## src/rtl/sdt_pkg.sv

```systemverilog
// Purpose: Shared constants for the standard timer mode logic
// Assumes: One timer clock, 16-bit counter, 8-bit period compare value
// Notes: Mode and pin-function encodings as seen on the control inputs
package sdt_pkg;
	localparam int CNT_W = 16;
	localparam int TGT_W = 17;
	localparam int CP_W = 8;
	localparam int SYNC_W = 2;

	localparam logic [CNT_W-1:0] CNT_RST = 16'h0000;
	localparam logic [CNT_W-1:0] CNT_ONE = 16'h0001;
	localparam logic [CP_W-1:0] CP_ZERO = 8'h00;
	localparam logic [TGT_W-1:0] TGT_FULL = 17'h10000;
	localparam logic [TGT_W-1:0] TGT_ONE = 17'h00001;

	// Operating modes on {mode_select_hi, mode_select_lo}
	typedef enum logic [1:0] {
		SDT_MODE_CMP = 2'h0,
		SDT_MODE_CAP = 2'h1,
		SDT_MODE_PWM = 2'h2,
		SDT_MODE_TMR = 2'h3
	} sdt_mode_t;

	// Pin-function codes on {pin_function_hi, pin_function_lo}
	localparam logic [1:0] PF_00 = 2'h0;
	localparam logic [1:0] PF_01 = 2'h1;
	localparam logic [1:0] PF_10 = 2'h2;
	localparam logic [1:0] PF_11 = 2'h3;

	// Span of the period compare value in clocks; zero means full range
	function automatic logic [TGT_W-1:0] sdt_p_span(input logic [CP_W-1:0] cp);
		logic [TGT_W-1:0] span;
		span = {1'b0, cp, 8'h00};
		if (cp == CP_ZERO) begin
			span = TGT_FULL;
		end
		return span;
	endfunction : sdt_p_span
endpackage : sdt_pkg

```

## src/rtl/sdt_sync.sv

```systemverilog
// Purpose: Three-flop synchroniser with agreement filter for pin inputs
// Assumes: Inputs are asynchronous to mclk
// Notes: Output moves only when the second and third stages agree
module sdt_sync #(
	parameter int W = 2
) (
	// Clock and reset
	input wire logic mclk,
	input wire logic rst_n,
	// Data
	input wire logic [W-1:0] din,
	output logic [W-1:0] dout
);
	genvar i;
	generate
		for (i = 0; i < W; i++) begin : g_bit
			logic s1_r;
			logic s2_r;
			logic s3_r;
			logic q_r;
			logic q_nxt;
			always_comb begin
				q_nxt = q_r;
				if (s2_r == s3_r) begin
					q_nxt = s3_r;
				end
			end
			always_ff @(posedge mclk or negedge rst_n) begin
				if (!rst_n) begin
					s1_r <= 1'b0;
					s2_r <= 1'b0;
					s3_r <= 1'b0;
					q_r <= 1'b0;
				end else begin
					s1_r <= din[i];
					s2_r <= s1_r;
					s3_r <= s2_r;
					q_r <= q_nxt;
				end
			end
			assign dout[i] = q_r;
		end
	endgenerate
endmodule : sdt_sync

```

## src/rtl/sdt_match.sv

```systemverilog
// Purpose: Comparator that fires on the last count before a target
// Assumes: Target is 1 to 65536 clocks, wider by one bit than the counter
// Notes: A target of 65536 fires at the full-count overflow
module sdt_match (
	// Counter and target
	input wire logic [sdt_pkg::CNT_W-1:0] cnt,
	input wire logic [sdt_pkg::TGT_W-1:0] target,
	// Result
	output logic hit
);
	logic [sdt_pkg::TGT_W-1:0] cnt_inc;
	assign cnt_inc = {1'b0, cnt} + sdt_pkg::TGT_ONE;
	assign hit = (cnt_inc == target);
endmodule : sdt_match

```

## src/rtl/sdt_timer.sv

```systemverilog
// Purpose: Mode logic of a 16-bit standard timer
// Assumes: mclk is the selected timer clock; control bits are stable levels
// Notes: Flags are sticky, cleared by one-cycle clear inputs
//
// Function
// - Compare mode: clear select picks A match
// - Clear select high suppresses P flag
// - Compare pin changes only on A match
// - Run rising edge restores initial pin level
// - Mode 11 counts like compare, pin unused
// - PWM ignores clear select; swap picks roles
// - Swap 0: period P times 256, duty A
// - Duty at least period gives full duty
// - Swap 1: period A, duty P times 256
// - PWM raises both flags on matches, except single pulse (A flag only)
// - PWM level, invert and fixed levels
// - Fixed PWM levels keep counting and flags
// - Run rising edge starts pulse, clears counter
// - Trigger pin edge sets run in single pulse
// - A match ends pulse, clears run, flags
// - Single pulse: counter cleared only at start
// - Mode 01 capture; pins 11 disable capture
// - Capture copies counter to A, flags
// - Capture counter wraps on P match, flags
// - Capture ignores output bits, no pin drive
// - P value compares upper byte, zero overflows
// - Output control 0 active low, 1 high
module sdt_timer (
	// Clock and reset
	input wire logic mclk,
	input wire logic arst_n,
	// Run bit access
	input wire logic run_wr_en,
	input wire logic run_wr_data,
	output logic run_bit,
	// Mode and pin configuration
	input wire logic mode_select_hi,
	input wire logic mode_select_lo,
	input wire logic pin_function_hi,
	input wire logic pin_function_lo,
	input wire logic output_control_level,
	input wire logic output_invert,
	input wire logic duty_period_swap,
	input wire logic counter_clear_select,
	// Compare values
	input wire logic ca_wr_en,
	input wire logic [sdt_pkg::CNT_W-1:0] ca_wr_data,
	output logic [sdt_pkg::CNT_W-1:0] compare_a_value,
	input wire logic [sdt_pkg::CP_W-1:0] compare_p_value,
	// Counter view
	output logic [sdt_pkg::CNT_W-1:0] count_value,
	// Flags
	input wire logic match_a_clr,
	input wire logic match_p_clr,
	output logic match_a_flag,
	output logic match_p_flag,
	// Pins
	input wire logic external_trigger_pin,
	input wire logic capture_input_pin,
	output logic timer_out,
	output logic timer_out_oe
);
	logic rst_s1_r;
	logic rst_n;
	logic [sdt_pkg::SYNC_W-1:0] pin_sync;
	logic trig_lvl;
	logic cap_lvl;
	logic trig_prev_r;
	logic trig_prev_nxt;
	logic cap_prev_r;
	logic cap_prev_nxt;

	logic run_r;
	logic run_nxt;
	logic run_prev_r;
	logic run_prev_nxt;
	logic [sdt_pkg::CNT_W-1:0] cnt_r;
	logic [sdt_pkg::CNT_W-1:0] cnt_nxt;
	logic [sdt_pkg::CNT_W-1:0] ca_r;
	logic [sdt_pkg::CNT_W-1:0] ca_nxt;
	logic fa_r;
	logic fa_nxt;
	logic fp_r;
	logic fp_nxt;
	logic lvl_r;
	logic lvl_nxt;
	logic pin_r;
	logic pin_nxt;
	logic oe_r;
	logic oe_nxt;

	sdt_pkg::sdt_mode_t mode;
	logic [1:0] pf;
	logic run_rise;
	logic single;
	logic hit_a;
	logic hit_p;
	logic [sdt_pkg::TGT_W-1:0] tgt_a;
	logic [sdt_pkg::TGT_W-1:0] tgt_p;
	logic [sdt_pkg::TGT_W-1:0] duty;
	logic cnt_clr;
	logic set_a;
	logic set_p;
	logic cap_edge;
	logic trig_edge;
	logic act;

	// Reset release
	always_ff @(posedge mclk or negedge arst_n) begin
		if (!arst_n) begin
			rst_s1_r <= 1'b0;
			rst_n <= 1'b0;
		end else begin
			rst_s1_r <= 1'b1;
			rst_n <= rst_s1_r;
		end
	end

	// Pin synchronisers
	sdt_sync #(
		.W(sdt_pkg::SYNC_W)
	) u_sync (
		.mclk(mclk),
		.rst_n(rst_n),
		.din({capture_input_pin, external_trigger_pin}),
		.dout(pin_sync)
	);
	assign trig_lvl = pin_sync[0];
	assign cap_lvl = pin_sync[1];

	// Comparators
	assign tgt_a = {1'b0, ca_r};
	assign tgt_p = sdt_pkg::sdt_p_span(compare_p_value);

	sdt_match u_match_a (
		.cnt(cnt_r),
		.target(tgt_a),
		.hit(hit_a)
	);

	sdt_match u_match_p (
		.cnt(cnt_r),
		.target(tgt_p),
		.hit(hit_p)
	);

	// Decode
	assign mode = sdt_pkg::sdt_mode_t'({mode_select_hi, mode_select_lo});
	assign pf = {pin_function_hi, pin_function_lo};
	assign single = (mode == sdt_pkg::SDT_MODE_PWM) && (pf == sdt_pkg::PF_11);
	assign run_rise = run_r && !run_prev_r;
	assign trig_edge = trig_lvl && !trig_prev_r;
	assign duty = duty_period_swap ? tgt_p : tgt_a;

	// Event decode per mode
	always_comb begin
		cnt_clr = 1'b0;
		set_a = 1'b0;
		set_p = 1'b0;
		cap_edge = 1'b0;
		case (mode)
			sdt_pkg::SDT_MODE_CMP, sdt_pkg::SDT_MODE_TMR: begin
				cnt_clr = counter_clear_select ? hit_a : hit_p;
				set_a = hit_a;
				set_p = hit_p && !counter_clear_select;
			end
			sdt_pkg::SDT_MODE_CAP: begin
				case (pf)
					sdt_pkg::PF_00: cap_edge = cap_lvl && !cap_prev_r;
					sdt_pkg::PF_01: cap_edge = !cap_lvl && cap_prev_r;
					sdt_pkg::PF_10: cap_edge = cap_lvl != cap_prev_r;
					default: cap_edge = 1'b0;
				endcase
				cnt_clr = hit_p;
				set_a = cap_edge;
				set_p = hit_p;
			end
			sdt_pkg::SDT_MODE_PWM: begin
				if (single) begin
					set_a = hit_a;
				end else begin
					cnt_clr = duty_period_swap ? hit_a : hit_p;
					set_a = hit_a;
					set_p = hit_p;
				end
			end
			default: begin
				cnt_clr = 1'b0;
			end
		endcase
		if (!run_r || run_rise) begin
			cnt_clr = 1'b0;
			set_a = 1'b0;
			set_p = 1'b0;
			cap_edge = 1'b0;
		end
	end

	// Run bit, counter, capture and flags
	always_comb begin
		run_prev_nxt = run_r;
		trig_prev_nxt = trig_lvl;
		cap_prev_nxt = cap_lvl;
		run_nxt = run_r;
		if (run_wr_en) begin
			run_nxt = run_wr_data;
		end
		if (single && trig_edge && !run_r) begin
			run_nxt = 1'b1;
		end
		if (single && set_a) begin
			run_nxt = 1'b0;
		end
		cnt_nxt = cnt_r;
		if (run_rise) begin
			cnt_nxt = sdt_pkg::CNT_RST;
		end else if (run_r) begin
			if (cnt_clr) begin
				cnt_nxt = sdt_pkg::CNT_RST;
			end else begin
				cnt_nxt = cnt_r + sdt_pkg::CNT_ONE;
			end
		end
		ca_nxt = ca_r;
		if (ca_wr_en) begin
			ca_nxt = ca_wr_data;
		end
		if (cap_edge) begin
			ca_nxt = cnt_r;
		end
		fa_nxt = set_a || (fa_r && !match_a_clr);
		fp_nxt = set_p || (fp_r && !match_p_clr);
	end

	// Output pin
	always_comb begin
		lvl_nxt = lvl_r;
		pin_nxt = 1'b0;
		oe_nxt = 1'b0;
		act = ({1'b0, cnt_nxt} < duty) && run_nxt;
		case (mode)
			sdt_pkg::SDT_MODE_CMP: begin
				oe_nxt = 1'b1;
				if (run_rise) begin
					lvl_nxt = output_control_level;
				end else if (set_a) begin
					case (pf)
						sdt_pkg::PF_01: lvl_nxt = 1'b0;
						sdt_pkg::PF_10: lvl_nxt = 1'b1;
						sdt_pkg::PF_11: lvl_nxt = !lvl_r;
						default: lvl_nxt = lvl_r;
					endcase
				end
				pin_nxt = lvl_nxt ^ output_invert;
			end
			sdt_pkg::SDT_MODE_PWM: begin
				oe_nxt = 1'b1;
				case (pf)
					sdt_pkg::PF_00: pin_nxt = !output_control_level;
					sdt_pkg::PF_01: pin_nxt = output_control_level;
					sdt_pkg::PF_10: pin_nxt = act ? output_control_level : !output_control_level;
					default: pin_nxt = run_nxt ? output_control_level : !output_control_level;
				endcase
				pin_nxt = pin_nxt ^ output_invert;
			end
			default: begin
				pin_nxt = 1'b0;
				oe_nxt = 1'b0;
			end
		endcase
	end

	always_ff @(posedge mclk or negedge rst_n) begin
		if (!rst_n) begin
			run_r <= 1'b0;
			run_prev_r <= 1'b0;
			trig_prev_r <= 1'b0;
			cap_prev_r <= 1'b0;
			cnt_r <= sdt_pkg::CNT_RST;
			ca_r <= sdt_pkg::CNT_RST;
			fa_r <= 1'b0;
			fp_r <= 1'b0;
			lvl_r <= 1'b0;
			pin_r <= 1'b0;
			oe_r <= 1'b0;
		end else begin
			run_r <= run_nxt;
			run_prev_r <= run_prev_nxt;
			trig_prev_r <= trig_prev_nxt;
			cap_prev_r <= cap_prev_nxt;
			cnt_r <= cnt_nxt;
			ca_r <= ca_nxt;
			fa_r <= fa_nxt;
			fp_r <= fp_nxt;
			lvl_r <= lvl_nxt;
			pin_r <= pin_nxt;
			oe_r <= oe_nxt;
		end
	end

	assign run_bit = run_r;
	assign compare_a_value = ca_r;
	assign count_value = cnt_r;
	assign match_a_flag = fa_r;
	assign match_p_flag = fp_r;
	assign timer_out = pin_r;
	assign timer_out_oe = oe_r;
endmodule : sdt_timer

```

## config.mk

```make
export PLATFORM = sky130hd
export DESIGN_NAME = sdt_timer
export DESIGN_NICKNAME = d
export VERILOG_FILES = /design/src/rtl/sdt_pkg.sv /design/src/rtl/sdt_sync.sv /design/src/rtl/sdt_match.sv /design/src/rtl/sdt_timer.sv
export SDC_FILE = /design/constraint.sdc
export NUM_CORES = 1
export LEC_CHECK = 0
export ABC_CLOCK_PERIOD_IN_PS = 2400
export BUFFER_PORTS_ARGS = -buffer_cell sky130_fd_sc_hd__buf_2
export CAP_MARGIN = 20
export CORE_MARGIN = 2
export CORE_UTILIZATION = 33
export CTS_BUF_LIST = sky130_fd_sc_hd__clkbuf_4
export CTS_CLUSTER_SIZE = 40
export DETAILED_ROUTE_END_ITERATION = 10
export HOLD_SLACK_MARGIN = 0.12
export PLACE_DENSITY = 0.62
export RECOVER_POWER = 50
export SLEW_MARGIN = 20
export SYNTH_ARGS = -nofsm -noshare
export SYNTH_HDL_FRONTEND = slang
export SYNTH_HIERARCHICAL = 1
export SYNTH_SLANG_ARGS = --single-unit
```

## constraint.sdc

```tcl
create_clock -name mclk -period 2.4 [get_ports mclk]
set_input_delay 0.12 -clock mclk [delete_from_list [all_inputs] [get_ports mclk]]
set_output_delay 0.12 -clock mclk [all_outputs]
set_load 0.02 [all_outputs]
```

**Word level (Yosys, flattened, before mapping)**

Cells that the tools add are included.

- $add $sub $neg: 2
- $lt $le $gt $ge: 1
- Equality and inequality tests: 11
- Muxes and demuxes: 33
- Bitwise operators: 2
- Reduce and logical (&&, ||, !) cells: 32

Operators with widths:

| operator | number |
|---|---|
| $mux 16 | 5 |
| $mux 17 | 2 |
| $mux 1 | 19 |
| $add 16x1->17 const B | 1 |
| $eq 17x16->1 | 1 |
| $eq 17x17->1 | 1 |
| $lt 16x17->1 | 1 |
| $add 16x1->16 const B | 1 |
| $pmux 1 s3 | 5 |
| $logic_and 1x1->1 | 12 |
| $logic_not 1->1 | 10 |
| $eq 2x2->1 const B | 4 |
| $logic_not 8->1 | 1 |
| $eq 2x1->1 const B | 2 |
| $logic_not 2->1 | 2 |
| $pmux 1 s2 | 2 |
| $reduce_or 2->1 | 2 |
| $logic_or 1x1->1 | 3 |
| $reduce_or 3->1 | 1 |
| $eq 1x1->1 | 2 |
| $reduce_bool 2->1 | 1 |
| $xor 1x1->1 | 2 |
| $ne 1x1->1 | 1 |

- Flip-flop bits (word level): 51
- Input bits: 41
- Output and inout bits: 37

**Logic depth before layout (Yosys ltp)**

Gate-level depths: netlist (run 1).

- Word-level depth: 17
- Gate-level depth with buffers: 23
- Mapped depth without buffers: 21

**By module**

Netlist (run 1), hierarchy kept.

Modules (own cells, without submodules):

| module | times used | cells an instance | area each (sq um) | sequential area each (sq um) |
|---|---|---|---|---|
| sdt_timer | 1 | 295 | 2740.1 | 1076.0 |
| sdt_match | 2 | 89 | 601.8 | 0.0 |
| sdt_sync | 1 | 12 | 237.7 | 200.2 |

**Worst setup path before layout (run 1)**

Ideal clock, no wire load.

- Path kind: reg2reg
- Start: register cnt_r (netlist bit count_value[1])
- End: register pin_r (netlist: timer_out)
- Arrival time: 4.705 ns
- Required time: 2.329 ns
- Setup slack: -2.375 ns
- Cell stages (with the launch flop): 20
- Path buffers: 1
- Path through: dfrtp_1 -> ha_1 -> nand3_1 -> or3_1 -> a2111o_1 -> nor4b_1 -> nor4bb_1 -> nor2b_1 -> a211oi_1 -> a41o_1 -> nand2_1 -> and2_1 -> buf_2 -> nor2_1 -> ha_1 -> and4_1 -> a221o_1 -> a21o_1 -> or3_1 -> nand4_1

- Cells in the longest elaborated chain, start to end: 16

RTL lines:

| item | line | source |
|---|---|---|
| start, declared | sdt_timer.sv:77 | `logic [sdt_pkg::CNT_W-1:0] cnt_r;` |
| start signal, assigned | sdt_timer.sv:279 | `cnt_r <= sdt_pkg::CNT_RST;` |
| start signal, assigned | sdt_timer.sv:291 | `cnt_r <= cnt_nxt;` |
| $add 16x1->17 (*) | sdt_match.sv:12 | `assign cnt_inc = {1'b0, cnt} + sdt_pkg::TGT_ONE;` |
| $eq 17x17->1 (*) | sdt_match.sv:13 | `assign hit = (cnt_inc == target);` |
| net hit_p | sdt_timer.sv:97 | `logic hit_p;` |
| $mux 1 | sdt_timer.sv:182 | `cnt_clr = duty_period_swap ? hit_a : hit_p;` |
| $mux 1 | sdt_timer.sv:179 | `if (single) begin` |
| $pmux 1 s3 (*) | sdt_timer.sv:161 | `case (mode)` |
| $mux 1 (*) | sdt_timer.sv:191 | `if (!run_r \|\| run_rise) begin` |
| $mux 16 (*) | sdt_timer.sv:218 | `if (cnt_clr) begin` |
| (+2 left out) | n/a |  |
| net cnt_nxt (one bit) | sdt_timer.sv:78 | `logic [sdt_pkg::CNT_W-1:0] cnt_nxt;` |
| $lt 16x17->1 (*) | sdt_timer.sv:240 | `act = ({1'b0, cnt_nxt} < duty) && run_nxt;` |
| $logic_and 1x1->1 (*) | sdt_timer.sv:240 |  |
| $mux 1 (*) | sdt_timer.sv:261 | `sdt_pkg::PF_10: pin_nxt = act ? output_control_level : !output_control_level;` |
| $pmux 1 s3 (*) | sdt_timer.sv:258 | `case (pf)` |
| $mux 1 (*) | sdt_timer.sv:241 | `case (mode)` |
| $xor 1x1->1 (*) | sdt_timer.sv:264 | `pin_nxt = pin_nxt ^ output_invert;` |
| $pmux 1 s2 (*) | sdt_timer.sv:241 |  |
| net pin_nxt | sdt_timer.sv:88 | `logic pin_nxt;` |
| end signal, assigned | sdt_timer.sv:296 | `pin_r <= pin_nxt;` |
| end, declared | sdt_timer.sv:87 | `logic pin_r;` |

The timed path passes the listed nets; every way through them passes the cells marked *. The select of a mux whose other input is x is not followed.
A chain may end at the register's enable or synchronous reset.

**Worst setup path after layout (run 1)**

- Start: register cnt_r (netlist bit count_value[1])
- End: register pin_r (netlist: timer_out)

- Cells in the longest elaborated chain, start to end: 16

RTL lines:

| item | line | source |
|---|---|---|
| $add 16x1->17 (*) | sdt_match.sv:12 |  |
| $eq 17x16->1 (*) | sdt_match.sv:13 |  |
| net hit_a | sdt_timer.sv:96 | `logic hit_a;` |
| $mux 1 | sdt_timer.sv:182 |  |
| $mux 1 | sdt_timer.sv:179 |  |
| $pmux 1 s3 (*) | sdt_timer.sv:161 |  |
| $mux 1 (*) | sdt_timer.sv:191 |  |
| $mux 16 (*) | sdt_timer.sv:218 |  |
| (+2 left out) | n/a |  |
| net cnt_nxt (one bit) | sdt_timer.sv:78 |  |
| $lt 16x17->1 (*) | sdt_timer.sv:240 |  |
| $logic_and 1x1->1 (*) | sdt_timer.sv:240 |  |
| $mux 1 (*) | sdt_timer.sv:261 |  |
| $pmux 1 s3 (*) | sdt_timer.sv:258 |  |
| $mux 1 (*) | sdt_timer.sv:241 |  |
| $xor 1x1->1 (*) | sdt_timer.sv:264 |  |
| $pmux 1 s2 (*) | sdt_timer.sv:241 |  |
| net pin_nxt | sdt_timer.sv:88 |  |

Marks and branches as above.

==> qor.csv, run 1 <==
metric;value;unit
synth.largest_area_cell;dfrtp_1;
cts_buffers;5;
setup_viol;21;
clkLatencyLatePin;0.39;ns
rows;41;
hold_slack;0.1529;ns
synth_flop_cell;dfrtp_1;
synth_most_common_cell;dfrtp_1;
tns;-17.61;ns
report.final.slew_viol_count;0;
grt.total_usage;21.33;%
relSlewSlack;59.50;%
drc;0;
synth_top_cell_area_share;30.52;%
wl;14620;um
drive_gt1_share;41.53;%
synthDistinctLibCells;59;
grt_pass1_vias;4540;
status;complete, but fails checks;
grt_start_max_net_pins;33;
stdcell_area;6601;sq um
globalplace.congestion;0.9307;
cts_sinks;51;
cts_max_path_buffers;2;
finalHoldViolations;0;
finish.utilization;52.74;%
synth_async_sr_flop_share;100.0;%
cp.required;2.73;ns
maxCapViolations;0;
syn_to_final_growth;57.87;%
cts_max_level;2;
skew;0.01972;ns
vias;4601;
cts_tree;built;
layout.nets;795;
synth_edf_count;0;
violations;setup timing;
period_needed;4.454;ns
start_kind;flip-flop;
grt_overflow;0;
fmax;0.2245;GHz
grt_first_pass_wirelength;22720;um
cts.clk_slew.worst_paths;0.16;ns
antenna_cells;0;
dp_slack;-2.176;ns
ios;78;
wl_per_cell;16.17;um
antenna_found_initial;0;
max-vdd-ir-drop;360.2;uV
endpoint_kind;flip-flop;
die_y;116.6;um
dr.pass1.iters;5;
coreArea;12520;sq um
syn_inst;485;
rsz0062_at_grt;true;
holdCritPathClass;primary input to flip-flop;
synth_seq_cells;51;
ys_top_cells_by_count;dfrtp_1 (51), nor2_1 (47), xnor2_1 (33), a21oi_1 (31), nand3_1 (31);
p_leak;0.003058;uW
synth_seq_area_share;30.52;%
p_per_area;399.5;nW/um^2
syn_area;4182;sq um
yosys_warnings;6;
post-route-period-util;185.6;%
synth.avg_cell_area;8.622;sq um
postPlaceCellArea;5682;sq um
hpwl;10510;um
die_x;116.6;um
io_buffers;77;
synth.area.top_cells;dfrtp_1 (31%), mux2i_1 (6.9%), xnor2_1 (6.9%);
drt_iter0_drc;252;
routed_via_density;5.090;
max_slew.worst_pin.slew;0.6074;ns
crit_arrival;4.79;ns
ant_nets;0;
initial_core_util;33.41;%
die_area;13590;sq um
crit_path_max_fanout;6;
path_class;flip-flop to flip-flop;
clockRootBuffer;clkbuf_4;
layout_setup_ws;-2.054;ns
==> what timing repair did <==
action,4_1_cts,5_1_grt
hold buffers,24,0
resized for setup,60,41
pin swaps,16,28
hold endpoints to repair,23,0
endpoints found under the setup margin,21,21
cloned,1,0
buffers inserted,30,8
==> flip-flops by register name, indices dropped and copies added, names as in the netlist, 2 cells and up <==
name,cells
count_value,16
compare_a_value,16
u_sync/g_bit.s2_r,2
u_sync/g_bit.s1_r,2
u_sync/g_bit.s3_r,2
u_sync/g_bit.q_r,2
==> final timing paths <==
kind	from	end	slack (ns)	cells past startpoint
worst min-delay path	pin_function_lo	run_bit	0.15	4
max in group asynchronous	rst_n	count_value[0]	1.54	1
worst max-delay path	count_value[1]	timer_out	-2.05	19
worst min register to register	rst_n	match_a_flag	0.28	0
min in group asynchronous	rst_n	match_a_flag	0.28	0
worst max register to register	count_value[1]	timer_out	-2.05	19
==> cell type report <==
class | count | area, sq um
Timing Repair Buffer | 249 | 1847
Multi-Input combinational cell | 408 | 3113
Clock inverter | 1 | 30.03
Inverter | 16 | 60.06
Tap cell | 172 | 215.2
Sequential cell | 51 | 1284
Clock buffer | 7 | 52.55
Fill cell | 1133 | 5916
==> where the power goes <==
part           leakage (uW)  switching (uW)  internal (uW)  total (uW)
registers          0.000627            90.5            936        1030
clock network     0.0000463             286            244         530
logic               0.00238             535            546        1080
==> worst max-delay path, stage by stage (launching register included) <==
cell	delay [ns]
dfrtp_2	0.46
buf_6	0.13
ha_4	0.14
nand3_2	0.08
or3_1	0.32
a2111o_1	0.45
nor4b_2	0.29
nor4bb_2	0.24
buf_4	0.18
a211oi_2	0.06
a41o_1	0.26
nand2_4	0.14
and2_4	0.22
nor2_2	0.07
ha_1	0.30
and4_1	0.20
a221o_1	0.33
a21o_1	0.16
or3_1	0.30
nand4_1	0.07
==> through the flow <==
step | power (uW) | instances
floorplan | 1514 | 501
global placement | 1857 | 845
detailed placement | 1883 | 845
CTS | 2552 | 908
global route | 2771 | 904
finish | 2637 | 904
==> routing by layer <==
metal	GRT usage, %	share of wire [%]	routed length (um)	up-vias
met1	27.21	43	6224	2218
met4	5.882	1.9	284	0
met3	2.076	3.7	537	25
met5	0	0	0	-
li1	-	-	-	2232
met2	38.45	52	7569	126
==> kinds of logic after synthesis <==
group | after synthesis | share of synthesized area (%)
muxes | 30 | 7.211
DFF | 51 | 30.52
xor gates and xnor gates | 56 | 11.73
AOI/OAI and AO/OA | 86 | 13.11
adders and majority gates | 25 | 7.421
and+or+nand+nor | 192 | 24.87
other | 2 | 0.1796
buffers and inverters | 43 | 4.967
==> cell usage in the layout, fill, tap and decap left out, types with 4 or more instances in the layout <==
master	synthesis	layout
dfrtp_1	51	45
nand3_2	0	5
nand2_1	27	26
buf_4	5	121
nor3b_1	7	7
nor2_2	1	4
clkbuf_4	0	7
and3_1	7	5
dlygate4sd3_1	0	24
conb_1	2	18
buf_2	4	77
nand4_1	17	17
inv_1	16	16
nor4_1	8	5
nor2_1	47	38
nand3_1	31	25
o21ai_0	18	10
nand2b_1	9	9
o21ai_1	0	6
a21oi_2	0	5
ha_1	23	20
dfrtp_2	0	6
o31ai_1	5	4
nor3_1	7	5
xnor2_1	33	31
mux2i_1	29	29
a21oi_1	31	26
xor2_1	23	22
buf_6	3	26
nor2_4	0	6
(Power assumes the default switching activity.)
==> run 2, diff against run 1 <==
--- a/config.mk
+++ b/config.mk
@@ -9,12 +9,11 @@
 export BUFFER_PORTS_ARGS = -buffer_cell sky130_fd_sc_hd__buf_2
 export CAP_MARGIN = 20
 export CORE_MARGIN = 2
-export CORE_UTILIZATION = 33
+export CORE_UTILIZATION = 63
 export CTS_BUF_LIST = sky130_fd_sc_hd__clkbuf_4
-export CTS_CLUSTER_SIZE = 40
 export DETAILED_ROUTE_END_ITERATION = 10
 export HOLD_SLACK_MARGIN = 0.12
-export PLACE_DENSITY = 0.62
+export PLACE_DENSITY_LB_ADDON = 0.05
 export RECOVER_POWER = 50
 export SLEW_MARGIN = 20
 export SYNTH_ARGS = -nofsm -noshare
==> qor.csv, run 2 <==
metric;value;unit
status;stopped before the end;
stop_stage;5_1_grt;
firstError;[ERROR DPL-0038] Utilization greater than 100%, impossible to legalize;
ys_top_cells_by_count;dfrtp_1 (51), nor2_1 (47), xnor2_1 (33), a21oi_1 (31), nand3_1 (31);
syn_inst;485;
cts_sinks;51;
synth_most_common_cell;dfrtp_1;
synth_seq_area_share;30.52;%
yosys_warnings;6;
endpoint_type;register data pin;
worst_endpoint;timer_out$_DFF_PN0_/D;
ios;78;
synth_async_sr_flop_share;100.0;%
grt_start_max_net_pins;33;
hpwl;10360;um
synth_flop_cell;dfrtp_1;
synth.largest_area_cell;dfrtp_1;
initial_core_util;65.48;%
cts_max_level;2;
synthDistinctLibCells;59;
die_y;85.47;um
syn_area;4182;sq um
synth_top_cell_area_share;30.52;%
synth_edf_count;0;
clockRootBuffer;clkbuf_4;
rows;29;
cts_buffers;5;
globalplace.congestion;0.9468;
io_buffers;77;
cts_max_path_buffers;2;
synth_seq_cells;51;
die_x;85.47;um
synth.avg_cell_area;8.622;sq um
synth.area.top_cells;dfrtp_1 (31%), mux2i_1 (6.9%), xnor2_1 (6.9%);
==> run 2: cell counts after synthesis <==
No cell type changed its count.
==> run 2: logic make-up after synthesis <==
kind of cell / Yosys count / synth area share [%]
and+or+nand+nor: 192 / 24.87
AOI/OAI and AO/OA: 86 / 13.11
xor gates and xnor gates: 56 / 11.73
DFF: 51 / 30.52
buffers and inverters: 43 / 4.967
muxes: 30 / 7.211
adders and majority gates: 25 / 7.421
other: 2 / 0.1796
==> run 2: through the flow <==
stage	TNS, ns	worst slack (ns)	instance area [sq um]	instances	hold slack (ns)
4_1_cts	-15.30	-2.018	6071	788	0.1431
3_3_place_gp	-14.53	-1.946	5568	749	-0.09544
2_1_floorplan	-13.86	-1.942	4305	501	-0.1756
3_5_place_dp	-16.29	-2.138	5568	749	-0.09199
==> run 2: repair_timing <==
action	CTS
hold buffers	24
resized for setup	30
endpoints found under the setup margin	21
endpoints found under the hold margin	23
buffers inserted	6
cloned	1
pin swaps	8
==> run 3, diff against run 2 <==
--- a/config.mk
+++ b/config.mk
@@ -9,11 +9,9 @@
 export BUFFER_PORTS_ARGS = -buffer_cell sky130_fd_sc_hd__buf_2
 export CAP_MARGIN = 20
 export CORE_MARGIN = 2
-export CORE_UTILIZATION = 63
-export CTS_BUF_LIST = sky130_fd_sc_hd__clkbuf_4
+export CORE_UTILIZATION = 40
 export DETAILED_ROUTE_END_ITERATION = 10
-export HOLD_SLACK_MARGIN = 0.12
-export PLACE_DENSITY_LB_ADDON = 0.05
+export PLACE_DENSITY_LB_ADDON = 0.15
 export RECOVER_POWER = 50
 export SLEW_MARGIN = 20
 export SYNTH_ARGS = -nofsm -noshare
==> qor.csv, run 3 (synthesized netlist as in run 1, its figures left out) <==
metric;value;unit
status;complete, but fails checks;
violations;setup timing;
grt_pass1_vias;4505;
grt.total_usage;24.88;%
path_class;flip-flop to flip-flop;
max_slew.worst_pin.slew;1.265;ns
ant_nets;0;
finalPower;2540;uW
cts_buffers;5;
skew;0.01070;ns
wl;13700;um
maxCapViolations;0;
pwr-share-seq;39.8;%
wl_per_cell;16.20;um
combPwrFrac;37.1;%
ios;78;
dr.pass1.iters;4;
drive_gt1_share;41.41;%
antenna_found_initial;0;
reg2reg_depth;20;
cp.required;2.66;ns
net-switching-power;931.8;uW
layout.nets;773;
finalHoldViolations;0;
switching_share;36.68;%
drc;0;
cts_max_path_buffers;2;
setup_viol;21;
post-route-period-util;190.5;%
p_per_area;409.7;nW/um^2
clockRootBuffer;clkbuf_8;
globalplace.congestion;0.9373;
fillers;912;
period_needed;4.572;ns
rsz0062_at_grt;true;
report.final.slew_viol_count;0;
crit_arrival;4.84;ns
dp_slack;-2.193;ns
hold_slack;0.06256;ns
cts_tree;built;
fmax;0.2187;GHz
crit_slowest_cell;a2111o_1;
grt_first_pass_wirelength;22290;um
power.internal;1609;uW
initial_core_util;40.87;%
path_cells;ha_4 > nand3_4 > or3_1 > a2111o_1 > nor4b_2 > nor4bb_4 > buf_4 > nor2b_4 > a211oi_1 > a41o_1 > nand2_2 > buf_4 > o22ai_2 > ha_1 > a21oi_2 > o21ai_1 > a221o_1 > a21o_1 > or3_1 > nand4_1;
drt_iter0_drc;185;
die_x;106.2;um
routed_via_density;5.217;
grt_start_max_net_pins;33;
most-common-layout-cells;buf_4 (137), buf_2 (76), dfrtp_1 (45), nor2_1 (36), xnor2_1 (31);
start_kind;flip-flop;
coreArea;10230;sq um
p_clk_share;23.1;%
p_leak;0.002922;uW
hpwl;10270;um
layout_setup_ws;-2.172;ns
cts_max_level;2;
max-vdd-ir-drop;421.8;uV
crit_path_max_fanout;5;
endpoint_kind;flip-flop;
vias;4414;
grt_overflow;0;
cts.clk_slew.worst_paths;0.11;ns
die_area;11290;sq um
cts_sinks;51;
antenna_cells;0;
die_y;106.2;um
io_buffers;77;
final_common_cell;buf_4;
hold_path_depth;3;
rows;37;
holdCritPathClass;primary input to flip-flop;
clkLatencyLatePin;0.33;ns
slowest_delay;0.46;ns
relSlewSlack;15.67;%
syn_to_final_growth;48.29;%
[run 3: layer usage]
metal  vias up  part of all wire [%]  GRT usage [%]
met5         -                     0              0
met4         0                   2.5          9.211
met3        26                   4.1          3.556
met2       110                    49          42.03
met1      2104                    44          32.23
li1       2174                     -              -
[run 3: path summary, 6_finish.rpt]
path | start | endpoint | slack, ns
min in group asynchronous | arst_n | rst_n | 0.08
worst max-delay path | count_value[0] | timer_out | -2.17
worst max register to register | count_value[0] | timer_out | -2.17
worst min-delay path | match_a_clr | match_a_flag | 0.06
max in group asynchronous | rst_n | count_value[5] | 0.49
worst min register to register | rst_n | compare_a_value[3] | 0.26
[run 3: what timing repair did]
item | in CTS | in global routing
resized for setup | 41 | 17
setup buffers | 9 | 5
hold buffers | 3 | 0
endpoints found under the setup margin | 21 | 21
gates cloned | 1 | 0
endpoints found under the hold margin | 4 | 0
pin swaps | 20 | 16
[run 3: worst max-delay path, delay by kind of cell, from the launching register on]
kind                     cells  cell delay (ns)
AO/OA/AOI/OAI                8             1.53
adder cells (fa/ha/maj)      2             0.50
buffers and inverters        2             0.32
flip-flops                   1             0.44
AND/OR/NAND/NOR              8             1.69
[run 3: area by class of cell]
cell class	instances	area, sq um	area share (%)
clock buffers	5	68.82	1.110
clock inverters	3	28.78	0.4641
inverters	16	60.06	0.9685
multi-input cells	408	3045	49.11
flip-flops and latches	51	1284	20.70
well taps	136	170.2	2.744
repair buffers	227	1544	24.90
[run 3: power by group through the flow]
stage	Combinational (uW)	Clock, uW	Sequential [uW]
2_1_floorplan	400	0	1110
3_3_place_gp	835	0	1020
3_5_place_dp	849	0	1030
4_1_cts	912	609	1010
5_1_grt	1020	638	1020
6_report	941	587	1010
[run 3: per-stage QoR]
step | utilization (%) | std cells | setup TNS, ns | instance area, sq um
2_1_floorplan | - | 501 | -13.86 | 4305
3_3_place_gp | 55.78 | 820 | -17.13 | 5707
3_5_place_dp | 55.78 | 820 | -17.99 | 5707
4_1_cts | 59.56 | 841 | -17.43 | 6093
5_1_grt | 60.61 | 846 | -22.00 | 6201
6_report | 60.61 | 846 | -19.82 | 6201
